==> src/rtl/lcb_defs.vh <==
`ifndef LCB_DEFS_VH
`define LCB_DEFS_VH

// Register indices; the byte address is four times the index
`define LCB_IDX_MASTER_CONTROL 10'h000
`define LCB_IDX_MASTER_CONFIG 10'h001
`define LCB_IDX_POWER 10'h002
`define LCB_IDX_BATTERY_MONITOR 10'h003
`define LCB_IDX_CONTRAST 10'h004
`define LCB_IDX_TOGGLE_RATE 10'h005
`define LCB_IDX_SEGMENT_DATA 10'h006
`define LCB_IDX_STATUS 10'h007
`define LCB_IDX_BLINK_MASK 10'h09e

// Field positions
`define LCB_BIT_CTRL_REGULATOR 2
`define LCB_BIT_CFG_BYPASS 0
`define LCB_BIT_PWR_MONITOR 3
`define LCB_BIT_VBM_ENABLE 7
`define LCB_LSB_CTRL_MUX 0
`define LCB_MSB_CTRL_MUX 1

// Reset values
`define LCB_RST_MASTER_CONTROL 8'h00
`define LCB_RST_MASTER_CONFIG 8'h00
`define LCB_RST_POWER 8'h00
`define LCB_RST_BATTERY_MONITOR 8'h00
`define LCB_RST_CONTRAST 8'h00
`define LCB_RST_TOGGLE_RATE 8'h00
`define LCB_RST_SEGMENT_DATA 8'h00
`define LCB_RST_BLINK_MASK 8'h00

// Contrast: 1900 mV base, 60 mV per step, 3720 mV ceiling
`define LCB_CONTRAST_BASE_MV 1900
`define LCB_CONTRAST_STEP_MV 60
`define LCB_CONTRAST_TOP_MV 3720
`define LCB_CONTRAST_MAX_CODE 8'h1e

// Contrast control modes
`define LCB_MODE_INVALID 3'h0
`define LCB_MODE_BYPASS 3'h1
`define LCB_MODE_MINIMUM 3'h2
`define LCB_MODE_CONSTANT 3'h3
`define LCB_MODE_FOURTH 3'h4

// AXI responses
`define LCB_RESP_OKAY 2'h0
`define LCB_RESP_SLVERR 2'h2

`endif

==> src/rtl/lcb_contrast_blink.v <==
// How it works
// - Contrast register sets target 1.9 V to 3.72 V in 60 mV steps.
// - Bypass mode bits 0,1,0,0 disable regulation; supply follows battery.
// - Minimum mode: battery feeds supply directly, charge pump on when battery low.
// - Constant mode: resistor regulates above threshold, charge pump below.
// - Control bits 1,0,0,1 select the fourth contrast mode.
// - Eight mask bits map to segment data zero bits; one means blinking.
// - Masked segments toggle at the toggle rate without software help.
// - Blinking segments limited to 2, 4, 6, 8 by multiplex mode.
//
// Our own choice: the AXI4-Lite interface to the registers.
`timescale 1ns/10ps
`include "lcb_defs.vh"

module lcb_contrast_blink #(
    parameter ADDR_WIDTH = 12
) (
    input wire ref_clk_in,
    input wire reset_in,
    input wire [ADDR_WIDTH-1:0] s_axi_awaddr_in,
    input wire s_axi_awvalid_in,
    output wire s_axi_awready_out,
    input wire [31:0] s_axi_wdata_in,
    input wire [3:0] s_axi_wstrb_in,
    input wire s_axi_wvalid_in,
    output wire s_axi_wready_out,
    output wire [1:0] s_axi_bresp_out,
    output wire s_axi_bvalid_out,
    input wire s_axi_bready_in,
    input wire [ADDR_WIDTH-1:0] s_axi_araddr_in,
    input wire s_axi_arvalid_in,
    output wire s_axi_arready_out,
    output wire [31:0] s_axi_rdata_out,
    output wire [1:0] s_axi_rresp_out,
    output wire s_axi_rvalid_out,
    input wire s_axi_rready_in,
    input wire vbat_low_in,
    input wire frame_tick_in,
    output wire [7:0] segment_out,
    output wire [2:0] contrast_mode_out,
    output wire supply_bypass_out,
    output wire regulator_en_out,
    output wire charge_pump_en_out,
    output wire high_load_out,
    output wire [7:0] contrast_code_out
);

    reg awready_ff;
    reg wready_ff;
    reg bvalid_ff;
    reg [1:0] bresp_ff;
    reg arready_ff;
    reg rvalid_ff;
    reg [1:0] rresp_ff;
    reg [31:0] rdata_ff;
    reg [9:0] waddr_ff;
    reg aw_got_ff;
    reg [7:0] wdata_ff;
    reg wstrb0_ff;
    reg w_got_ff;

    reg [7:0] master_control_ff;
    reg [7:0] master_config_ff;
    reg [7:0] power_ff;
    reg [7:0] battery_monitor_ff;
    reg [7:0] contrast_ff;
    reg [7:0] toggle_rate_ff;
    reg [7:0] segment_data_ff;
    reg [7:0] blink_mask_ff;

    reg vbat_meta_ff;
    reg vbat_sync_ff;
    reg frame_meta_ff;
    reg frame_sync_ff;
    reg frame_prev_ff;
    reg [7:0] frame_count_ff;
    reg blink_off_ff;
    reg [7:0] segment_ff;
    reg [2:0] mode_ff;
    reg bypass_ff;
    reg regulator_ff;
    reg pump_ff;
    reg high_load_ff;
    reg [7:0] code_ff;

    reg [2:0] nxt_mode;
    reg nxt_bypass;
    reg nxt_regulator;
    reg nxt_pump;
    reg [7:0] nxt_limit_mask;
    reg [7:0] nxt_segment;

    wire frame_edge;
    wire do_write;
    wire [9:0] raddr_idx;

    function is_mapped;
        input [9:0] idx;
        begin
            is_mapped = (idx <= `LCB_IDX_STATUS) || (idx == `LCB_IDX_BLINK_MASK);
        end
    endfunction

    assign s_axi_awready_out = awready_ff;
    assign s_axi_wready_out = wready_ff;
    assign s_axi_bvalid_out = bvalid_ff;
    assign s_axi_bresp_out = bresp_ff;
    assign s_axi_arready_out = arready_ff;
    assign s_axi_rvalid_out = rvalid_ff;
    assign s_axi_rresp_out = rresp_ff;
    assign s_axi_rdata_out = rdata_ff;
    assign segment_out = segment_ff;
    assign contrast_mode_out = mode_ff;
    assign supply_bypass_out = bypass_ff;
    assign regulator_en_out = regulator_ff;
    assign charge_pump_en_out = pump_ff;
    assign high_load_out = high_load_ff;
    assign contrast_code_out = code_ff;

    assign do_write = aw_got_ff && w_got_ff && !bvalid_ff;
    assign raddr_idx = s_axi_araddr_in[11:2];
    assign frame_edge = frame_sync_ff && !frame_prev_ff;

    // Write channel: address and data accepted in either order, one at a time
    always @(posedge ref_clk_in or posedge reset_in) begin
        if (reset_in) begin
            awready_ff <= 1'b0;
            wready_ff <= 1'b0;
            aw_got_ff <= 1'b0;
            w_got_ff <= 1'b0;
            waddr_ff <= 10'h000;
            wdata_ff <= 8'h00;
            wstrb0_ff <= 1'b0;
            bvalid_ff <= 1'b0;
            bresp_ff <= `LCB_RESP_OKAY;
        end else begin
            awready_ff <= !aw_got_ff && !(awready_ff && s_axi_awvalid_in) && !bvalid_ff;
            wready_ff <= !w_got_ff && !(wready_ff && s_axi_wvalid_in) && !bvalid_ff;
            if (awready_ff && s_axi_awvalid_in) begin
                aw_got_ff <= 1'b1;
                waddr_ff <= s_axi_awaddr_in[11:2];
            end
            if (wready_ff && s_axi_wvalid_in) begin
                w_got_ff <= 1'b1;
                wdata_ff <= s_axi_wdata_in[7:0];
                wstrb0_ff <= s_axi_wstrb_in[0];
            end
            if (do_write) begin
                aw_got_ff <= 1'b0;
                w_got_ff <= 1'b0;
                bvalid_ff <= 1'b1;
                bresp_ff <= is_mapped(waddr_ff) ? `LCB_RESP_OKAY : `LCB_RESP_SLVERR;
            end else if (bvalid_ff && s_axi_bready_in) begin
                bvalid_ff <= 1'b0;
            end
        end
    end

    // Register file
    always @(posedge ref_clk_in or posedge reset_in) begin
        if (reset_in) begin
            master_control_ff <= `LCB_RST_MASTER_CONTROL;
            master_config_ff <= `LCB_RST_MASTER_CONFIG;
            power_ff <= `LCB_RST_POWER;
            battery_monitor_ff <= `LCB_RST_BATTERY_MONITOR;
            contrast_ff <= `LCB_RST_CONTRAST;
            toggle_rate_ff <= `LCB_RST_TOGGLE_RATE;
            segment_data_ff <= `LCB_RST_SEGMENT_DATA;
            blink_mask_ff <= `LCB_RST_BLINK_MASK;
        end else if (do_write && wstrb0_ff) begin
            case (waddr_ff)
                `LCB_IDX_MASTER_CONTROL: master_control_ff <= wdata_ff;
                `LCB_IDX_MASTER_CONFIG: master_config_ff <= wdata_ff;
                `LCB_IDX_POWER: power_ff <= wdata_ff;
                `LCB_IDX_BATTERY_MONITOR: battery_monitor_ff <= wdata_ff;
                `LCB_IDX_CONTRAST: contrast_ff <= wdata_ff;
                `LCB_IDX_TOGGLE_RATE: toggle_rate_ff <= wdata_ff;
                `LCB_IDX_SEGMENT_DATA: segment_data_ff <= wdata_ff;
                `LCB_IDX_BLINK_MASK: blink_mask_ff <= wdata_ff;
                default: begin
                end
            endcase
        end
    end

    // Read channel: data one cycle after the address is taken
    always @(posedge ref_clk_in or posedge reset_in) begin
        if (reset_in) begin
            arready_ff <= 1'b0;
            rvalid_ff <= 1'b0;
            rresp_ff <= `LCB_RESP_OKAY;
            rdata_ff <= 32'h00000000;
        end else begin
            arready_ff <= !rvalid_ff && !(arready_ff && s_axi_arvalid_in);
            if (arready_ff && s_axi_arvalid_in) begin
                rvalid_ff <= 1'b1;
                rresp_ff <= is_mapped(raddr_idx) ? `LCB_RESP_OKAY : `LCB_RESP_SLVERR;
                case (raddr_idx)
                    `LCB_IDX_MASTER_CONTROL: rdata_ff <= {24'h000000, master_control_ff};
                    `LCB_IDX_MASTER_CONFIG: rdata_ff <= {24'h000000, master_config_ff};
                    `LCB_IDX_POWER: rdata_ff <= {24'h000000, power_ff};
                    `LCB_IDX_BATTERY_MONITOR: rdata_ff <= {24'h000000, battery_monitor_ff};
                    `LCB_IDX_CONTRAST: rdata_ff <= {24'h000000, contrast_ff};
                    `LCB_IDX_TOGGLE_RATE: rdata_ff <= {24'h000000, toggle_rate_ff};
                    `LCB_IDX_SEGMENT_DATA: rdata_ff <= {24'h000000, segment_data_ff};
                    `LCB_IDX_STATUS: rdata_ff <= {24'h000000, pump_ff, regulator_ff,
                        bypass_ff, blink_off_ff, vbat_sync_ff, mode_ff};
                    `LCB_IDX_BLINK_MASK: rdata_ff <= {24'h000000, blink_mask_ff};
                    default: rdata_ff <= 32'h00000000;
                endcase
            end else if (rvalid_ff && s_axi_rready_in) begin
                rvalid_ff <= 1'b0;
            end
        end
    end

    // Battery monitor level and frame strobe come from other logic
    always @(posedge ref_clk_in or posedge reset_in) begin
        if (reset_in) begin
            vbat_meta_ff <= 1'b0;
            vbat_sync_ff <= 1'b0;
            frame_meta_ff <= 1'b0;
            frame_sync_ff <= 1'b0;
            frame_prev_ff <= 1'b0;
        end else begin
            vbat_meta_ff <= vbat_low_in;
            vbat_sync_ff <= vbat_meta_ff;
            frame_meta_ff <= frame_tick_in;
            frame_sync_ff <= frame_meta_ff;
            frame_prev_ff <= frame_sync_ff;
        end
    end

    // Mode decode from the four scattered configuration bits
    always @* begin
        nxt_mode = `LCB_MODE_INVALID;
        nxt_bypass = 1'b1;
        nxt_regulator = 1'b0;
        nxt_pump = 1'b0;
        case ({master_config_ff[`LCB_BIT_CFG_BYPASS], power_ff[`LCB_BIT_PWR_MONITOR],
               battery_monitor_ff[`LCB_BIT_VBM_ENABLE]})
            3'h4: begin
                if (!master_control_ff[`LCB_BIT_CTRL_REGULATOR]) begin
                    nxt_mode = `LCB_MODE_BYPASS;
                end
            end
            3'h7: begin
                if (!master_control_ff[`LCB_BIT_CTRL_REGULATOR]) begin
                    nxt_mode = `LCB_MODE_MINIMUM;
                    nxt_bypass = !vbat_sync_ff;
                    nxt_pump = vbat_sync_ff;
                end
            end
            3'h3: begin
                nxt_mode = `LCB_MODE_CONSTANT;
                nxt_bypass = 1'b0;
                nxt_regulator = !vbat_sync_ff;
                nxt_pump = vbat_sync_ff;
            end
            3'h1: begin
                nxt_mode = `LCB_MODE_FOURTH;
                nxt_bypass = 1'b0;
                nxt_pump = 1'b1;
            end
            default: begin
            end
        endcase
    end

    // Only the low 2*(mux+1) mask bits may blink
    always @* begin
        case (master_control_ff[`LCB_MSB_CTRL_MUX:`LCB_LSB_CTRL_MUX])
            2'h0: nxt_limit_mask = 8'h03;
            2'h1: nxt_limit_mask = 8'h0f;
            2'h2: nxt_limit_mask = 8'h3f;
            default: nxt_limit_mask = 8'hff;
        endcase
        nxt_segment = segment_data_ff & ~(blink_mask_ff & nxt_limit_mask
            & {8{blink_off_ff}});
    end

    // Blink timing: phase flips after toggle_rate+1 frames
    always @(posedge ref_clk_in or posedge reset_in) begin
        if (reset_in) begin
            frame_count_ff <= 8'h00;
            blink_off_ff <= 1'b0;
            segment_ff <= 8'h00;
        end else if (frame_edge) begin
            segment_ff <= nxt_segment;
            if (frame_count_ff >= toggle_rate_ff) begin
                frame_count_ff <= 8'h00;
                blink_off_ff <= !blink_off_ff;
            end else begin
                frame_count_ff <= frame_count_ff + 8'h01;
            end
        end
    end

    always @(posedge ref_clk_in or posedge reset_in) begin
        if (reset_in) begin
            mode_ff <= `LCB_MODE_INVALID;
            bypass_ff <= 1'b1;
            regulator_ff <= 1'b0;
            pump_ff <= 1'b0;
            high_load_ff <= 1'b0;
            code_ff <= 8'h00;
        end else begin
            mode_ff <= nxt_mode;
            bypass_ff <= nxt_bypass;
            regulator_ff <= nxt_regulator;
            pump_ff <= nxt_pump;
            high_load_ff <= ((nxt_mode == `LCB_MODE_CONSTANT) || (nxt_mode == `LCB_MODE_FOURTH))
                && !master_control_ff[`LCB_BIT_CTRL_REGULATOR];
            code_ff <= (contrast_ff > `LCB_CONTRAST_MAX_CODE) ? `LCB_CONTRAST_MAX_CODE
                : contrast_ff;
        end
    end

endmodule // lcb_contrast_blink

==> config.mk <==
export PLATFORM = sky130hd
export DESIGN_NAME = lcb_contrast_blink
export DESIGN_NICKNAME = d
export VERILOG_FILES = /design/src/rtl/lcb_contrast_blink.v
export VERILOG_INCLUDE_DIRS = /design/src /design/src/rtl
export SDC_FILE = /design/constraint.sdc
export NUM_CORES = 1
export LEC_CHECK = 0
export BUFFER_PORTS_ARGS = -buffer_cell sky130_fd_sc_hd__clkbuf_2
export CAP_MARGIN = 5
export CORE_MARGIN = 2
export CORE_UTILIZATION = 35
export DETAILED_ROUTE_END_ITERATION = 10
export SLEW_MARGIN = 40
export SYNTH_ARGS = -nofsm -noshare
export SYNTH_HDL_FRONTEND = slang
export SYNTH_SLANG_ARGS = --single-unit
==> constraint.sdc <==
create_clock -name ref_clk_in -period 5.7 [get_ports ref_clk_in]
set_input_delay 0.57 -clock ref_clk_in [delete_from_list [all_inputs] [get_ports ref_clk_in]]
set_output_delay 0.57 -clock ref_clk_in [all_outputs]
set_load 0.1 [all_outputs]
==> Word-level counts from Yosys, hierarchy flattened <==
Index checks and enable logic that the tools add are counted.
{ "word_totals": {"reg_bits": 163, "inputBits": 69, "output_inout_bits": 64, "wordCells": 135} }
{ "classes": {"n_addsub": 1, "magnitude_cmp": 4, "n_eq_ne": 23, "n_mux": 22, "bitwise": 4, "reduce_logical": 46} }
{ "op_table": {"columns": ["op", "count"], "rows": [
  ["one-hot mux 8 bit (9 select lines)", 1],
  ["== test 10 x 3 -> 1 bit, second input constant", 7],
  ["== test 10 x 2 -> 1 bit, second input constant", 4],
  ["AND 8 bit", 3],
  ["one-hot mux 8 bit (3 select lines)", 1],
  ["== test 10 x 1 -> 1 bit, second input constant", 2],
  ["== test 10 x 8 -> 1 bit, second input constant", 2],
  ["<= comparator 10 x 3 -> 1 bit, second input constant", 2],
  ["logical NOT 10 bit", 2],
  ["AND reduction 2 bit", 9],
  ["2-to-1 mux 8 bit", 2],
  ["logical AND 1 bit", 15],
  ["2-to-1 mux 1 bit", 12],
  ["one-hot mux 3 bit (4 select lines)", 1],
  ["logical NOT 1 bit", 11],
  ["== test 3 bit, second input constant", 3],
  ["adder 8 x 1 -> 8 bit, second input constant", 1],
  ["greater-or-equal comparator 8 bit", 1],
  ["> comparator 8 x 5 -> 1 bit, second input constant", 1],
  ["NOT 8 bit", 1],
  ["nonzero test 2 bit", 4],
  ["== test 3 x 2 -> 1 bit, second input constant", 2],
  ["2-to-1 mux 2 bit", 3],
  ["== test 3 x 1 -> 1 bit, second input constant", 1],
  ["other kinds (7)", 9]
]} }

==> Logic depth before layout (Yosys ltp) <==
{ "logic_depth": {"ltp_word": 6, "ltp_mapped": 7, "depth_no_buf": 7} }

==> Worst setup path before layout <==
Ideal clock, no wire load.
{ "synth_path": {"path_type": "reg-to-reg", "start": "register bvalid_ff (netlist: s_axi_bvalid_out)", "end": "register segment_data_ff[0]", "setup_time_ns": 0.125, "arrival_time_ns": 2.061, "t_required_ns": 5.575, "setup_slack_ns": 3.515, "stages_incl_launch_ff": 6, "path_buffers": 1, "synth_period_minus_slack_ns": 2.185, "cell_sequence": "dfrtp_1 > nor2_1 > and4_1 > buf_2 > nand2_2 > mux2_2"} }
{ "synth_via": {"elab_chain_len": 4} }
{ "synth_rtl": {"columns": ["item", "line", "text"], "rows": [
  ["from (decl)", "lcb_contrast_blink.v:50", "reg bvalid_ff;"],
  ["from (signal assigned)", "lcb_contrast_blink.v:134", "bvalid_ff <= 1'b0;"],
  ["from (signal assigned)", "lcb_contrast_blink.v:151", "bvalid_ff <= 1'b1;"],
  ["from (signal assigned)", "lcb_contrast_blink.v:154", "bvalid_ff <= 1'b0;"],
  ["logical NOT 1 bit", "lcb_contrast_blink.v:120", "assign do_write = aw_got_ff && w_got_ff && !bvalid_ff;"],
  ["logical AND 1 bit", "lcb_contrast_blink.v:120", null],
  ["logical AND 1 bit", "lcb_contrast_blink.v:170", "end else if (do_write && wstrb0_ff) begin"],
  ["AND reduction 2 bit (no line)", null, null],
  ["to (signal assigned)", "lcb_contrast_blink.v:168", "segment_data_ff <= `LCB_RST_SEGMENT_DATA;"],
  ["to (signal assigned)", "lcb_contrast_blink.v:178", "`LCB_IDX_SEGMENT_DATA: segment_data_ff <= wdata_ff;"],
  ["to (decl)", "lcb_contrast_blink.v:68", "reg [7:0] segment_data_ff;"]
]} }
Every way passes these cells.
A chain may end at the register's enable or synchronous reset.

==> Worst setup path in the final report <==
{ "layout_path": {"start": "register waddr_ff[0]", "end": "register blink_mask_ff[5]"} }
{ "layout_via": {"elab_chain_len": 2} }
{ "layout_rtl": {"columns": ["item", "line", "text"], "rows": [
  ["from (decl)", "lcb_contrast_blink.v:56", "reg [9:0] waddr_ff;"],
  ["from (signal assigned)", "lcb_contrast_blink.v:141", "waddr_ff <= s_axi_awaddr_in[11:2];"],
  ["== test 10 x 8 -> 1 bit", "lcb_contrast_blink.v:171", "case (waddr_ff)"],
  ["AND reduction 2 bit (no line)", null, null],
  ["to (signal assigned)", "lcb_contrast_blink.v:169", "blink_mask_ff <= `LCB_RST_BLINK_MASK;"],
  ["to (signal assigned)", "lcb_contrast_blink.v:179", "`LCB_IDX_BLINK_MASK: blink_mask_ff <= wdata_ff;"],
  ["to (decl)", "lcb_contrast_blink.v:69", "reg [7:0] blink_mask_ff;"]
]} }
Every way passes these cells.

==> results.sh <==
export IMPL_synth_edff_count=0
export IMPL_cp_arrival_ns=2.75
export IMPL_h_tree_depth=4
export IMPL_hold_viol=0
export IMPL_fin_cells=861
export IMPL_drtAntennaViolNets=0
export IMPL_ys_seq_elements=137
export IMPL_post_cts_buffers=0
export IMPL_drv_slew=0
export IMPL_timing_fmax_mhz=409
export IMPL_nets=697
export IMPL_antenna_found_initial=0
export IMPL_firstDrtPassIters=4
export IMPL_core_area_um2=18000
export IMPL_io_buffers=75
export IMPL_crit_start="waddr_ff[0]"
export IMPL_cp_end_kind="register"
export IMPL_dp_hpwl_mm=11.2
export IMPL_die_w_um=139
export IMPL_wl_met3_mm=1.06
export IMPL_slowest_stage="and3_1"
export IMPL_rows=49
export IMPL_drt_wl_total_mm=15.7
export IMPL_dpl_cell_count=829
export IMPL_drt_met1_wl_mm=6.99
export IMPL_numCtsBuffers=17
export IMPL_die_h_um=139
export IMPL_synth_area_per_cell_um2=11.8
export IMPL_initial_core_util_pct=35.6
export IMPL_finalCriticalPeriod_ns=2.44
export IMPL_dieArea_um2=19300
export IMPL_pwr_density_cell_nw_per_um2=402
export IMPL_worstRegToRegCells=4
export IMPL_seq_area_frac_synth_pct=53.7
export IMPL_drive_above_1_share_pct=33.4
export IMPL_leakage_nw=3.61
export IMPL_start_kind="register"
export IMPL_finalSetupTns_ns=0
export IMPL_gp_congestion=0.834
export IMPL_gr_total_overflow=0
export IMPL_diodes=0
export IMPL_fillerInstances=1682
export IMPL_holdBufCountCts=0
export IMPL_r2r_start="waddr_ff[0]"
export IMPL_clk_latency_ns=0.42
export IMPL_crit_path_max_fanout=8
export IMPL_status="completed"
export IMPL_cts_resized_gates=0
export IMPL_vias_per_cell=5.19
export IMPL_synthCells=540
export IMPL_cp_cell_sequence="nor4b_2, nor4b_1, and3_1, mux2_2"
export IMPL_drt_iter0_markers=227
export IMPL_ios=133
export IMPL_finalClockSkew_ns=0.00879
export IMPL_routed_via_count=4470
export IMPL_criticalPathCategory="register to register"
export IMPL_async_flop_share_pct=100
export IMPL_grt_pass1_wl_mm=25.3
export IMPL_synth_cell_types=53
export IMPL_first_global_vias=4565
export IMPL_slowest_delay_ns=0.57
export IMPL_top_layer="met4"
export IMPL_ir_worst_vdd_mv=0.433
export IMPL_final_cell_mix="136 x dfrtp_1, 86 x mux2_2, 75 x clkbuf_2"
export IMPL_wl_met2_mm=7.43
export IMPL_cts_sinks=137
export IMPL_period_share_pct=42.8
export IMPL_top_register="waddr_ff"
export IMPL_grt_max_degree=82
export IMPL_syn_area_um2=6390
export IMPL_required_ns=6.00
export IMPL_yosysWarnings=0
export IMPL_grt_usage_pct=17.0
export IMPL_largest_register_ffs=10
export IMPL_clkTransAtPathRegs_ns=0.06
export IMPL_reg2reg_to="blink_mask_ff[5]"
export IMPL_hold_path_class="primary input to asynchronous set/reset pin"
export IMPL_post_drt_wl_per_cell_um=18.2
export IMPL_final_common_cell="dfrtp_1"
export IMPL_cap_violations=0
export IMPL_clock_path_buffers=2
export IMPL_setup_viol_count_final=0
export IMPL_ys_flop_type="dfrtp_1"
export IMPL_drc_errors=0
export IMPL_slew_headroom_pct=49.9
export IMPL_rsz0062_at_grt="false"
export IMPL_reg2reg_slack_ns=3.26
export IMPL_area_growth_pct=18.2
export IMPL_clockRootBuffer="clkbuf_16"
export IMPL_worst_pin_slew_ns=0.732
export IMPL_cts_tree="yes"
[how the worst max path moves through the flow]
stage | slack [ns] | endpoint
floorplan | 1.46 | aw_got_ff
global placement | 2.88 | s_axi_rdata_out[7]
CTS | 3.26 | blink_mask_ff[5]
finish | 3.26 | blink_mask_ff[5]
global route | 3.07 | blink_mask_ff[7]
detailed placement | 2.90 | s_axi_rdata_out[7]
[critical path: cells and delay by family (launching register included)]
kind             cells  cell delay [ns]
AND/OR/NAND/NOR      3             1.42
flip-flops           1             0.51
multiplexers         1             0.40
[cell usage after synthesis (4+ instances only)]
master     count  area, µm²
nand2_1       53        199
nand4_1        7       43.8
inv_1         14       52.6
nor2_1        18       67.6
nand2b_1      10       62.6
nand2_2        4       25.0
ha_1           9        113
clkbuf_1      13       48.8
buf_4         27        203
o21ai_0       17       85.1
a2111oi_0      5       43.8
mux2i_1       21        210
nor4_1        13       81.3
buf_2          4       20.0
dfrtp_1      136       3400
nor4b_1        4       35.0
a21oi_1       14       70.1
nor2b_1        4       25.0
nand3_1       18       90.1
nor3_1         5       25.0
o22ai_1        5       31.3
mux2_2        86        968
[report_power, final]
group | switching [W] | total, W | internal (W)
combinational | 0.000399 | 0.000548 | 0.000149
clock | 0.000412 | 0.00118 | 0.000766
sequential | 0.000210 | 0.00131 | 0.00109
total | 0.00102 | 0.00303 | 0.00201
[metrics by stage]
step                      setup slack, ns  util [%]  cell area [µm²]  hold slack [ns]  total power [W]
final                                3.26      42.0             7550            0.184          0.00303
after global routing                 3.07      42.0             7550            0.224          0.00316
after CTS                            3.26      42.0             7540            0.193          0.00306
after detailed placement             2.90      38.4             6910            0.343          0.00187
after global placement               2.88      38.4             6890            0.334          0.00184
after floorplan                      1.46         -             6490            0.331          0.00171
[routing by layer]
metal / GRT usage, % / vias to the layer above
li1: - / 2062
met1: 21.5 / 2248
met2: 27.2 / 143
met3: 6.32 / 17
met4: 5.32 / 0
met5: 0 / -
[final cells by class]
cell class	instances	area (µm²)	share of cell area, %
tap	229	287	3.80
inverter	14	57.6	0.762
clock buffer	21	470	6.23
multi-input combinational	372	2740	36.3
clock inverter	11	169	2.24
timing repair buffer	77	394	5.22
sequential	137	3430	45.4
[kinds of logic (layout without fill, tap and decap cells)]
| family | after synthesis | in the layout | synth area share, % |
|---|---|---|---|
| muxes | 107 | 107 | 18.5 |
| adders and majority gates | 9 | 9 | 1.76 |
| DFF | 137 | 137 | 53.7 |
| and+or+nand+nor | 161 | 161 | 13.9 |
| other | 1 | 29 | 0.0587 |
| buffers and inverters | 59 | 123 | 5.25 |
| AOI/OAI and AO/OA | 62 | 62 | 6.29 |
| xor gates and xnor gates | 4 | 4 | 0.549 |
(Power assumes the default switching activity.)
